### src/core/atps_pkg.sv
// Constants shared by the trigger program select block.
// Assumes a 32-bit AXI4-Lite register bus and six conversion programs.
package atps_pkg;
  // ************************************************************
  // Register byte offsets
  // ************************************************************
  localparam logic [7:0] OFS_PSEL10 = 8'h00; // Trigger 4 selector
  localparam logic [7:0] OFS_PSEL11 = 8'h04; // Trigger 5 selector
  localparam logic [7:0] OFS_ROUTE0 = 8'h08; // Program 0 route, next five follow
  localparam logic [7:0] OFS_STATUS = 8'h20; // Last start seen
  localparam logic [7:0] ROUTE_STEP = 8'h04; // Spacing of route registers

  // ************************************************************
  // Field layout
  // ************************************************************
  localparam int ENABLE_BIT = 7; // Trigger enable position
  localparam int PROG_W = 3; // Program number width
  localparam int ROUTE_W = 2; // Interrupt route width
  localparam int NUM_PROGS = 6; // Stored conversion programs
  localparam logic [2:0] PROG_MAX = 3'h5; // Highest legal program code
  localparam int STAT_SRC_BIT = 3; // Status: source of last start
  localparam int STAT_SEEN_BIT = 4; // Status: any start since reset

  // ************************************************************
  // Encodings and reset values
  // ************************************************************
  localparam logic [1:0] ROUTE_TO_A = 2'h1; // Raise done interrupt A
  localparam logic [1:0] ROUTE_TO_B = 2'h2; // Raise done interrupt B
  localparam logic [7:0] SEL_RESET = 8'h00; // Selector after reset
  localparam logic [1:0] ROUTE_RESET = 2'h0; // No interrupt after reset
  localparam logic [4:0] STATUS_RESET = 5'h00; // Status after reset
  localparam logic [1:0] RESP_OKAY = 2'h0; // AXI okay
  localparam logic [1:0] RESP_SLVERR = 2'h2; // AXI slave error
endpackage

### src/core/atps_top.sv
// Trigger program select: routes two motor-drive triggers to stored
// conversion programs and routes program completion to two interrupts.
// Assumes triggers and done pulses come from logic on aclk, one cycle each.
//
// Local design decisions: the register offsets and the AXI4-Lite interface to the registers.
module atps_top #(
  parameter int ADDR_W = 8
) (
  input wire logic aclk,
  input wire logic aresetn,
  input wire logic clk_en,
  // AXI4-Lite write address
  input wire logic awvalid,
  output logic awready,
  input wire logic [ADDR_W-1:0] awaddr,
  input wire logic [2:0] awprot,
  // AXI4-Lite write data
  input wire logic wvalid,
  output logic wready,
  input wire logic [31:0] wdata,
  input wire logic [3:0] wstrb,
  // AXI4-Lite write response
  output logic bvalid,
  input wire logic bready,
  output logic [1:0] bresp,
  // AXI4-Lite read address
  input wire logic arvalid,
  output logic arready,
  input wire logic [ADDR_W-1:0] araddr,
  input wire logic [2:0] arprot,
  // AXI4-Lite read data
  output logic rvalid,
  input wire logic rready,
  output logic [31:0] rdata,
  output logic [1:0] rresp,
  // Motor drive trigger pulses
  input wire logic motor_drive_b_trigger_4,
  input wire logic motor_drive_b_trigger_5,
  // Program sequencer interface
  input wire logic [5:0] program_done,
  output logic start_10,
  output logic [2:0] program_number_10,
  output logic start_11,
  output logic [2:0] program_number_11,
  // Completion interrupts
  output logic program_done_irq_a,
  output logic program_done_irq_b
);

  // ************************************************************
  // Register state
  // ************************************************************
  logic trigger_enable_10_q, trigger_enable_10_d; // Trigger 4 enable
  logic trigger_enable_11_q, trigger_enable_11_d; // Trigger 5 enable
  logic [2:0] prog_sel_10_q, prog_sel_10_d; // Trigger 4 program code
  logic [2:0] prog_sel_11_q, prog_sel_11_d; // Trigger 5 program code
  logic [1:0] route_q [atps_pkg::NUM_PROGS]; // Per-program route
  logic [1:0] route_d [atps_pkg::NUM_PROGS];
  logic [4:0] status_q, status_d; // Last start record

  // ************************************************************
  // Bus handshake state
  // ************************************************************
  logic bvalid_q, bvalid_d; // Write response pending
  logic [1:0] bresp_q, bresp_d;
  logic rvalid_q, rvalid_d; // Read data pending
  logic [1:0] rresp_q, rresp_d;
  logic [31:0] rdata_q, rdata_d;
  logic wr_go; // Address and data taken together
  logic rd_go; // Read address taken

  // ************************************************************
  // Sequencer-facing outputs
  // ************************************************************
  logic start_10_q, start_10_d;
  logic start_11_q, start_11_d;
  logic [2:0] num_10_q, num_10_d;
  logic [2:0] num_11_q, num_11_d;
  logic irq_a_q, irq_a_d;
  logic irq_b_q, irq_b_d;
  logic [5:0] hit_a; // Programs done and routed to A
  logic [5:0] hit_b; // Programs done and routed to B

  // Write waits for both channels so one edge takes both; simpler than
  // holding a half-written transfer, at the price of one idle cycle.
  assign wr_go = clk_en && awvalid && wvalid && !bvalid_q;
  assign awready = wr_go;
  assign wready = wr_go;
  // One read under way at a time
  assign rd_go = clk_en && arvalid && !rvalid_q;
  assign arready = rd_go;

  // ************************************************************
  // Register write decode
  // ************************************************************
  // Only byte lane 0 holds fields; upper lanes are read-only zero
  always_comb begin
    trigger_enable_10_d = trigger_enable_10_q;
    trigger_enable_11_d = trigger_enable_11_q;
    prog_sel_10_d = prog_sel_10_q;
    prog_sel_11_d = prog_sel_11_q;
    for (int i = 0; i < atps_pkg::NUM_PROGS; i++) begin
      route_d[i] = route_q[i];
    end
    bvalid_d = bvalid_q;
    bresp_d = bresp_q;
    // Response leaves once the master takes it
    if (bvalid_q && bready) begin
      bvalid_d = 1'b0;
    end
    if (wr_go) begin
      bvalid_d = 1'b1;
      bresp_d = atps_pkg::RESP_OKAY;
      if (awaddr[7:0] == atps_pkg::OFS_PSEL10) begin
        if (wstrb[0]) begin
          trigger_enable_10_d = wdata[atps_pkg::ENABLE_BIT];
          prog_sel_10_d = wdata[2:0];
        end
      end else if (awaddr[7:0] == atps_pkg::OFS_PSEL11) begin
        if (wstrb[0]) begin
          trigger_enable_11_d = wdata[atps_pkg::ENABLE_BIT];
          prog_sel_11_d = wdata[2:0];
        end
      end else if (awaddr[7:0] >= atps_pkg::OFS_ROUTE0 && awaddr[7:0] < atps_pkg::OFS_STATUS
                   && awaddr[1:0] == 2'h0) begin
        // Each route register serves its own program only
        if (wstrb[0]) begin
          route_d[3'((awaddr[7:0] - atps_pkg::OFS_ROUTE0) >> 2)] = wdata[1:0];
        end
      end else if (awaddr[7:0] == atps_pkg::OFS_STATUS) begin
        // Status is read-only; the write is absorbed
        bresp_d = atps_pkg::RESP_OKAY;
      end else begin
        // Unmapped address
        bresp_d = atps_pkg::RESP_SLVERR;
      end
    end
  end

  // ************************************************************
  // Register read decode
  // ************************************************************
  // Read data is captured when the address is taken
  always_comb begin
    rvalid_d = rvalid_q;
    rresp_d = rresp_q;
    rdata_d = rdata_q;
    if (rvalid_q && rready) begin
      rvalid_d = 1'b0;
    end
    if (rd_go) begin
      rvalid_d = 1'b1;
      rresp_d = atps_pkg::RESP_OKAY;
      rdata_d = 32'h0000_0000;
      if (araddr[7:0] == atps_pkg::OFS_PSEL10) begin
        rdata_d[atps_pkg::ENABLE_BIT] = trigger_enable_10_q;
        rdata_d[2:0] = prog_sel_10_q;
      end else if (araddr[7:0] == atps_pkg::OFS_PSEL11) begin
        rdata_d[atps_pkg::ENABLE_BIT] = trigger_enable_11_q;
        rdata_d[2:0] = prog_sel_11_q;
      end else if (araddr[7:0] >= atps_pkg::OFS_ROUTE0 && araddr[7:0] < atps_pkg::OFS_STATUS
                   && araddr[1:0] == 2'h0) begin
        rdata_d[1:0] = route_q[3'((araddr[7:0] - atps_pkg::OFS_ROUTE0) >> 2)];
      end else if (araddr[7:0] == atps_pkg::OFS_STATUS) begin
        rdata_d[4:0] = status_q;
      end else begin
        // Unmapped address reads zero with an error
        rresp_d = atps_pkg::RESP_SLVERR;
      end
    end
  end

  // ************************************************************
  // Trigger to program start
  // ************************************************************
  // A reserved code starts nothing: there is no program to run, and
  // passing it on would let the sequencer index past its table.
  always_comb begin
    start_10_d = 1'b0;
    start_11_d = 1'b0;
    num_10_d = num_10_q;
    num_11_d = num_11_q;
    status_d = status_q;
    // Disabled triggers are simply dropped
    if (motor_drive_b_trigger_4 && trigger_enable_10_q
        && prog_sel_10_q <= atps_pkg::PROG_MAX) begin
      start_10_d = 1'b1;
      num_10_d = prog_sel_10_q;
      status_d = {1'b1, 1'b0, prog_sel_10_q};
    end
    if (motor_drive_b_trigger_5 && trigger_enable_11_q
        && prog_sel_11_q <= atps_pkg::PROG_MAX) begin
      start_11_d = 1'b1;
      num_11_d = prog_sel_11_q;
      // Trigger 5 is recorded last when both fire together
      status_d = {1'b1, 1'b1, prog_sel_11_q};
    end
  end

  // ************************************************************
  // Completion routing
  // ************************************************************
  // One route field per program; codes 00 and 11 raise nothing
  for (genvar g = 0; g < atps_pkg::NUM_PROGS; g++) begin : g_route
    assign hit_a[g] = program_done[g] && (route_q[g] == atps_pkg::ROUTE_TO_A);
    assign hit_b[g] = program_done[g] && (route_q[g] == atps_pkg::ROUTE_TO_B);
  end

  // Interrupt pulse lasts one cycle per done pulse
  always_comb begin
    irq_a_d = |hit_a;
    irq_b_d = |hit_b;
  end

  // ************************************************************
  // State registers
  // ************************************************************
  // Register fields and write response; synchronous reset, and
  // clock enable low freezes everything
  always_ff @(posedge aclk) begin
    if (!aresetn) begin
      trigger_enable_10_q <= atps_pkg::SEL_RESET[atps_pkg::ENABLE_BIT];
      trigger_enable_11_q <= atps_pkg::SEL_RESET[atps_pkg::ENABLE_BIT];
      prog_sel_10_q <= atps_pkg::SEL_RESET[2:0];
      prog_sel_11_q <= atps_pkg::SEL_RESET[2:0];
      for (int i = 0; i < atps_pkg::NUM_PROGS; i++) begin
        route_q[i] <= atps_pkg::ROUTE_RESET;
      end
      bvalid_q <= 1'b0;
      bresp_q <= atps_pkg::RESP_OKAY;
    end else if (clk_en) begin
      trigger_enable_10_q <= trigger_enable_10_d;
      trigger_enable_11_q <= trigger_enable_11_d;
      prog_sel_10_q <= prog_sel_10_d;
      prog_sel_11_q <= prog_sel_11_d;
      for (int i = 0; i < atps_pkg::NUM_PROGS; i++) begin
        route_q[i] <= route_d[i];
      end
      bvalid_q <= bvalid_d;
      bresp_q <= bresp_d;
    end
  end

  // Read response; data is held until the master takes it
  always_ff @(posedge aclk) begin
    if (!aresetn) begin
      rvalid_q <= 1'b0;
      rresp_q <= atps_pkg::RESP_OKAY;
      rdata_q <= 32'h0000_0000;
    end else if (clk_en) begin
      rvalid_q <= rvalid_d;
      rresp_q <= rresp_d;
      rdata_q <= rdata_d;
    end
  end

  // Program starts and the record of the last start
  always_ff @(posedge aclk) begin
    if (!aresetn) begin
      start_10_q <= 1'b0;
      start_11_q <= 1'b0;
      num_10_q <= 3'h0;
      num_11_q <= 3'h0;
      status_q <= atps_pkg::STATUS_RESET;
    end else if (clk_en) begin
      start_10_q <= start_10_d;
      start_11_q <= start_11_d;
      num_10_q <= num_10_d;
      num_11_q <= num_11_d;
      status_q <= status_d;
    end
  end

  // Completion interrupt pulses; a done pulse seen while frozen is lost
  always_ff @(posedge aclk) begin
    if (!aresetn) begin
      irq_a_q <= 1'b0;
      irq_b_q <= 1'b0;
    end else if (clk_en) begin
      irq_a_q <= irq_a_d;
      irq_b_q <= irq_b_d;
    end
  end

  // ************************************************************
  // Outputs
  // ************************************************************
  assign bvalid = bvalid_q;
  assign bresp = bresp_q;
  assign rvalid = rvalid_q;
  assign rresp = rresp_q;
  assign rdata = rdata_q;
  assign start_10 = start_10_q;
  assign start_11 = start_11_q;
  assign program_number_10 = num_10_q;
  assign program_number_11 = num_11_q;
  assign program_done_irq_a = irq_a_q;
  assign program_done_irq_b = irq_b_q;

endmodule

### config.mk
export PLATFORM = sky130hd
export DESIGN_NAME = atps_top
export DESIGN_NICKNAME = d
export VERILOG_FILES = /design/src/core/atps_pkg.sv /design/src/core/atps_top.sv
export SDC_FILE = /design/constraint.sdc
export NUM_CORES = 1
export LEC_CHECK = 0
export BUFFER_PORTS_ARGS = -buffer_cell sky130_fd_sc_hd__buf_2
export CORE_UTILIZATION = 38
export DETAILED_ROUTE_END_ITERATION = 10
export PLACE_DENSITY = 0.69
export SYNTH_ARGS = -nofsm -noshare
export SYNTH_HDL_FRONTEND = slang
export SYNTH_SLANG_ARGS = --single-unit
### constraint.sdc
create_clock -name aclk -period 4.1 [get_ports aclk]
set_input_delay 1.23 -clock aclk [delete_from_list [all_inputs] [get_ports aclk]]
set_output_delay 1.23 -clock aclk [all_outputs]
set_load 0.05 [all_outputs]
==> flow_summary.yaml, run 1 <==
sta:
  rsz0062_at_grt: "no"
  relSlewSlack_pct: 37.7
  slew_viol_final: 0
  finClkSkew_ns: 0.0114
  fin_tns_setup_ns: 0
  min_period_ns: 3.41
  hold_viol: 0
  fin_crit_sh_pct: 83.1
  tightest_slew_ns: 0.934
  setup_violations: 0
  holdWs_ns: 0.463
  clock.fmax_mhz: 293
placement:
  place_inst: 388
  hpwl_um: 4090
  portBuffers: 59
  place_congestion: 0.864
floorplan:
  ios: 125
  rows: 28
  coreArea_mm2: 0.00606
  initial_utilization_pct: 40.4
  die_h_um: 82.3
  dieArea_mm2: 0.00677
  die_w_um: 82.3
setup_path:
  slowest_stage: "and4b_1"
  path_max_fanout: 8
  critPathKind: "input port to primary output"
  critPathLaunchType: "input port"
  cpPeakStageDelay_ns: 0.38
  path_cells: "buf_2 -> and4b_1 -> buf_2"
  cp_data_required_time_ns: 2.87
  end_kind: "primary output"
  critical_path_arrival_ns: 2.18
  crit_path_frequent_cell: "buf_2"
clock_tree:
  cts_sinks: 45
  cts_hold_buffers: 0
  clk_pin_slew_worst_paths_ns: 0.09
  post_cts_buffers: 0
  clk_latency_ns: 0.30
  cts_buffers: 5
  root_buffer: "clkbuf_8"
  h-tree-depth: 2
  post_cts_resized: 0
  cts_tree: "done"
  clock_path_buffers: 2
cells_and_area:
  fin_util_pct: 45.9
  nets: 395
  diodes: 0
  stdcell_count: 396
  drive_gt1_share_pct: 22.4
  area_growth_pct: 13.6
hold_path:
  hold_path_class: "flop to flop"
global_route:
  grt_pass1_wl_um: 8790
  grt_usage_pct: 17.2
  grt.overflow.total: 0
  grt_max_degree: 30
  grt_pass1_vias: 1842
  antenna_found_initial: 0
logic_synthesis:
  synth_area_per_cell_um2: 9.14
  synth_common_cells: "mux2i_1, dfxtp_1, nor2_1"
  synthCells: 268
  yosysMostFrequentCell: "mux2i_1"
  synth-async-reset-ratio_pct: 0
  ys_warn_count: 0
  yosysSeqAreaShare_pct: 41.7
  yosysUniqueCellTypes: 40
  synth_flop_cell: "dfxtp_1"
  synth_top_area_share_pct: 27.0
  yosysTopAreaCell: "dfxtp_1"
  synth_edf_count: 12
  syn-cell-area_mm2: 0.00245
  ys_ff_latch: 45
  synth.area.top_cells: "dfxtp_1, edfxtp_1, mux2i_1"
drt:
  avgRoutedWirePerCell_um: 14.0
  vias: 2073
  drc: 0
  drt-pass1-iter-count: 4
  routed_wl_um: 5530
  viasPerCell: 5.23
  antenna_left: 0
  drtIter0Drc: 96
run:
  cap_violations: 0
power_and_ir_drop:
  power_w: 0.000961
  power.leakage_nw: 1.34
  powerDensity_mw_per_mm2: 345
  ir_drop_uv: 138
status:
  status: "finished clean"
-- cell families after synthesis --
family	count (synthesis)	synth area share [%]
AO/OA/AOI/OAI	45	11.2
flip-flops	45	41.7
buffers and inverters	46	11.6
AND/OR/NAND/NOR	93	19.6
multiplexers	37	15.2
other	1	0.153
adder cells (fa/ha/maj)	1	0.511
-- per-stage QoR --
stage / cell area, um^2 / setup WS, ns
after floorplan: 2550 / 0.563
after global placement: 2680 / 0.684
after detailed placement: 2680 / 0.675
after CTS: 2780 / 0.673
after global routing: 2780 / 0.635
final: 2780 / 0.692
-- worst paths after layout --
kind / startpoint / to / slack (ns) / cells past startpoint
hold / removal: rdata[2] / rdata[2] / 0.46 / 2
setup / recovery: clk_en / awready / 0.69 / 3
setup reg to reg: bvalid / route_q[4][1] / 2.44 / 3
hold reg to reg: rdata[2] / rdata[2] / 0.46 / 2
-- cells in the final DEF, fill, tap and decap left out --
master / Yosys / final
a211oi_1: 2 / 2
a21oi_1: 19 / 19
a22oi_1: 2 / 2
a2bb2oi_1: 1 / 1
a311oi_1: 3 / 3
a31oi_1: 2 / 2
a32o_1: 1 / 1
and2_1: 1 / 1
and3b_1: 1 / 1
and4b_1: 1 / 1
buf_2: 2 / 59
buf_4: 29 / 1
clkbuf_8: 0 / 7
conb_1: 1 / 28
dfxtp_1: 33 / 33
edfxtp_1: 12 / 12
ha_1: 1 / 1
inv_1: 4 / 4
inv_6: 0 / 1
mux2_2: 2 / 2
mux2i_1: 35 / 35
nand2_1: 19 / 19
nand2b_1: 4 / 4
nand3_1: 7 / 7
nand3b_1: 9 / 9
nand3b_4: 1 / 1
nand4_1: 3 / 3
nor2_1: 33 / 33
nor2b_1: 1 / 1
nor3_1: 4 / 4
nor3b_1: 3 / 3
nor4_1: 2 / 2
o2111ai_1: 2 / 2
o21ai_0: 9 / 9
o22ai_1: 2 / 2
o2bb2ai_1: 1 / 1
o32ai_1: 1 / 1
or3_1: 2 / 2
or4_1: 1 / 1
or4_4: 1 / 1
-- where the power goes --
part	internal, W	leakage [nW]	switching [W]
Combinational	0.0000407	0.890	0.000131
Sequential	0.000467	0.390	0.00000983
Clock	0.000156	0.0549	0.000156
-- critical path: cells and delay by family --
kind          cells  cell delay, ns
buf+inv           2            0.56
simple gates      1            0.38
-- flip-flops by register name (all words and copies together) (netlist names) --
signal and flops:
program_done_irq_b 1, rdata 6, trigger_enable_11_q 1, start_11 1, route_q 12, bresp 1
program_number_11 3, program_number_10 3, prog_sel_10_q 3, trigger_enable_10_q 1, prog_sel_11_q 3, status_q 5
rresp 1, start_10 1, program_done_irq_a 1, rvalid 1, bvalid 1
-- final cells by class --
| cell class | instances | area (um^2) |
|---|---|---|
| fill | 615 | 3280 |
| multi-input combinational | 204 | 1240 |
| sequential | 45 | 1020 |
| timing repair buffer | 60 | 303 |
| clock buffer | 7 | 96.3 |
| tap | 75 | 93.8 |
| inverter | 4 | 15.0 |
| clock inverter | 1 | 8.76 |
-- per-layer routing --
metal | up-vias | GRT usage, % | routed length [um]
li1 | 1010 | - | -
met1 | 966 | 23.6 | 2660
met2 | 91 | 26.7 | 2450
met3 | 6 | 3.41 | 373
met4 | 0 | 6.49 | 40
met5 | - | 0 | 0
(Power assumes the default switching activity.)
==> run 2, diff against run 1 <==
--- a/config.mk
+++ b/config.mk
@@ -5,10 +5,11 @@
 export SDC_FILE = /design/constraint.sdc
 export NUM_CORES = 1
 export LEC_CHECK = 0
+export ABC_AREA = 1
 export BUFFER_PORTS_ARGS = -buffer_cell sky130_fd_sc_hd__buf_2
 export CORE_UTILIZATION = 38
 export DETAILED_ROUTE_END_ITERATION = 10
-export PLACE_DENSITY = 0.69
+export PLACE_DENSITY = 0.71
 export SYNTH_ARGS = -nofsm -noshare
 export SYNTH_HDL_FRONTEND = slang
 export SYNTH_SLANG_ARGS = --single-unit
==> constraint.sdc (replaced) <==
create_clock -name aclk -period 2.86 [get_ports aclk]
set_input_delay 0.858 -clock aclk [delete_from_list [all_inputs] [get_ports aclk]]
set_output_delay 0.858 -clock aclk [all_outputs]
set_load 0.05 [all_outputs]
==> run 2 against run 1 <==
Core utilization down 0.22 points; synthesized area up 2.5%; non-clock buffer count up 3; register-to-register slack worse by 0.87 ns; clock-buffer cell count down 2; clock power up 57%; critical path type unchanged.
==> flow_summary.yaml, run 2 <==
logic_synthesis:
  yosysUniqueCellTypes: 27
  synthCells: 350
  ys_warn_count: 0
  synth_xor_area_share_pct: 0
  synth_top_area_share_pct: 26.3
  muxShareOfSynthArea_pct: 0
  synth_top_family_by_area: "simple AND/OR/NAND/NOR gates"
  yosysMostFrequentCell: "nor2_1"
  syn-cell-area_mm2: 0.00251
  synth_flop_cell: "dfxtp_1"
  synth-simple-area-share_pct: 26.8
  synth_common_cells: "nor2_1, nand2_1, inv_1"
  synthAdderAreaFrac_pct: 0.499
  ys_ff_latch: 45
  synth-async-reset-ratio_pct: 0
  synth_edf_count: 12
  synth.area.top_cells: "dfxtp_1, edfxtp_1, buf_4"
  yosysSeqAreaShare_pct: 40.7
  yosysTopAreaCell: "dfxtp_1"
  synth_area_per_cell_um2: 7.17
  synth_compound_area_share_pct: 15.6
hold_path:
  min_path_cells: 2
  hold_path_class: "flop to flop"
  holdPathEnd: "program_number_11[0]"
  hold_start: "program_number_11[0]"
clock_tree:
  post_cts_buffers: 0
  cts_hold_buffers: 0
  clock_path_buffers: 2
  cts_buffers: 5
  post_cts_resized: 0
  clk_latency_ns: 0.30
  cts_sinks: 45
  cts_tree: "done"
  root_buffer: "clkbuf_8"
  h-tree-depth: 2
  clk_pin_slew_worst_paths_ns: 0.09
placement:
  post_dp_cell_area_mm2: 0.00279
  hpwl_um: 4510
  place_congestion: 0.925
  portBuffers: 59
drt:
  antenna_left: 0
  viasPerCell: 4.79
  drtIter0Drc: 151
  drc: 0
  avgRoutedWirePerCell_um: 11.6
  vias: 2354
  routed_wl_um: 5710
  drt-pass1-iter-count: 4
cells_and_area:
  largest-register: "route_q"
  diodes: 0
  drive_gt1_share_pct: 20.8
  nets: 488
  layout_commonest_cell: "buf_2"
  area_growth_pct: 15.7
  n_fill_cell: 674
  final_cell_mix: "buf_2, nor2_1, nand2_1"
  fin_area_mm2: 0.00290
  largest_reg_flops: 12
sta:
  rsz0062_at_grt: "no"
  slew_viol_final: 0
  fin_tns_setup_ns: 0
  min_period_ns: 2.39
  fin_crit_sh_pct: 83.6
  setup_violations: 0
  hold_viol: 0
  finClkSkew_ns: 0.00596
  clock.fmax_mhz: 418
floorplan:
  die_h_um: 83.3
  dieArea_mm2: 0.00693
  ios: 125
  die_w_um: 83.3
  coreArea_mm2: 0.00635
  rows: 29
  initial_utilization_pct: 39.5
power_and_ir_drop:
  ir_drop_uv: 245
  power.leakage_nw: 1.35
  powerDensity_mw_per_mm2: 499
setup_path:
  rr_worst_depth: 7
  critical_path_arrival_ns: 1.53
  timing.rr.end: "status_q[1]"
  path_cells: "buf_2 -> nand3_2 -> nor2_4 -> buf_2"
  cp_data_required_time_ns: 2.00
  slowest_stage: "buf_2"
  r2r_start: "prog_sel_11_q[2]"
  path_max_fanout: 6
  critPathLaunchType: "input port"
  crit_path_frequent_cell: "buf_2"
  cpPeakStageDelay_ns: 0.29
  rrSetupSlack_ns: 1.57
  critPathKind: "input port to primary output"
  end_kind: "primary output"
global_route:
  grt_pass1_vias: 2046
  antenna_found_initial: 0
  grt.overflow.total: 0
  grt_pass1_wl_um: 9250
  grt_max_degree: 22
  grt_usage_pct: 16.4
status:
  status: "finished clean"
run:
  cap_violations: 0
run 2: cell count changes after synthesis, sizes merged, moves of 4 or more:
cell	delta
inv	+38
mux2i	-35
nand2	+33
nand3	+31
o21ai	+26
nor2	+23
nand3b	-10
a21oi	+7
clkbuf	-7
a211oi	+4
nand2b	-4
run 2: logic make-up after synthesis:
family                     count (synthesis)
and+or+nand+nor                          152
buffers and inverters                     78
AOI/OAI and AO/OA                         73
DFF                                       45
adders and majority gates                  1
other                                      1
run 2: cell type report:
type / instances / area [um^2] / area share, %
clock inverters: 3 / 43.8 / 1.51
flip-flops and latches: 45 / 1020 / 35.2
clock buffers: 5 / 68.8 / 2.37
repair buffers: 63 / 325 / 11.2
inverters: 44 / 165 / 5.69
multi-input cells: 254 / 1180 / 40.7
well taps: 77 / 96.3 / 3.32
run 2: metrics by stage:
stage	setup slack, ns	std cells	hold WS [ns]	total power (W)	util (%)
after floorplan	0.161	377	0.439	0.000931	-
after detailed placement	0.450	483	0.445	0.000972	43.9
after global placement	0.463	483	0.436	0.000969	43.9
final	0.469	491	0.456	0.00145	45.7
after global routing	0.414	491	0.476	0.00151	45.7
after CTS	0.447	491	0.458	0.00145	45.7
run 2: worst max-delay path: cells and delay by family:
kind	cells	cell delay [ns]
and+or+nand+nor	2	0.25
buffers and inverters	2	0.42
run 2: worst max-delay path by stage:
stage / start / cells after the start / to
after detailed placement: clk_en / 4 / awready
after CTS: clk_en / 4 / awready
final: clk_en / 4 / awready
after global placement: clk_en / 4 / awready
after global routing: clk_en / 4 / awready
after floorplan: wvalid / 4 / route_q[0][0]
run 2: power by group:
group	internal (W)	total (W)	switching (W)
clock	0.000262	0.000489	0.000227
combinational	0.0000605	0.000273	0.000212
sequential	0.000673	0.000686	0.0000127
total	0.000996	0.00145	0.000452
run 2: layer usage:
layer  share of wire (%)  up-vias  GRT usage [%]
met4                 1.1        0           5.64
met1                  48     1062           21.7
met3                 4.2        4           3.28
li1                    -     1220              -
met5                   0        -              0
met2                  47       68           26.6
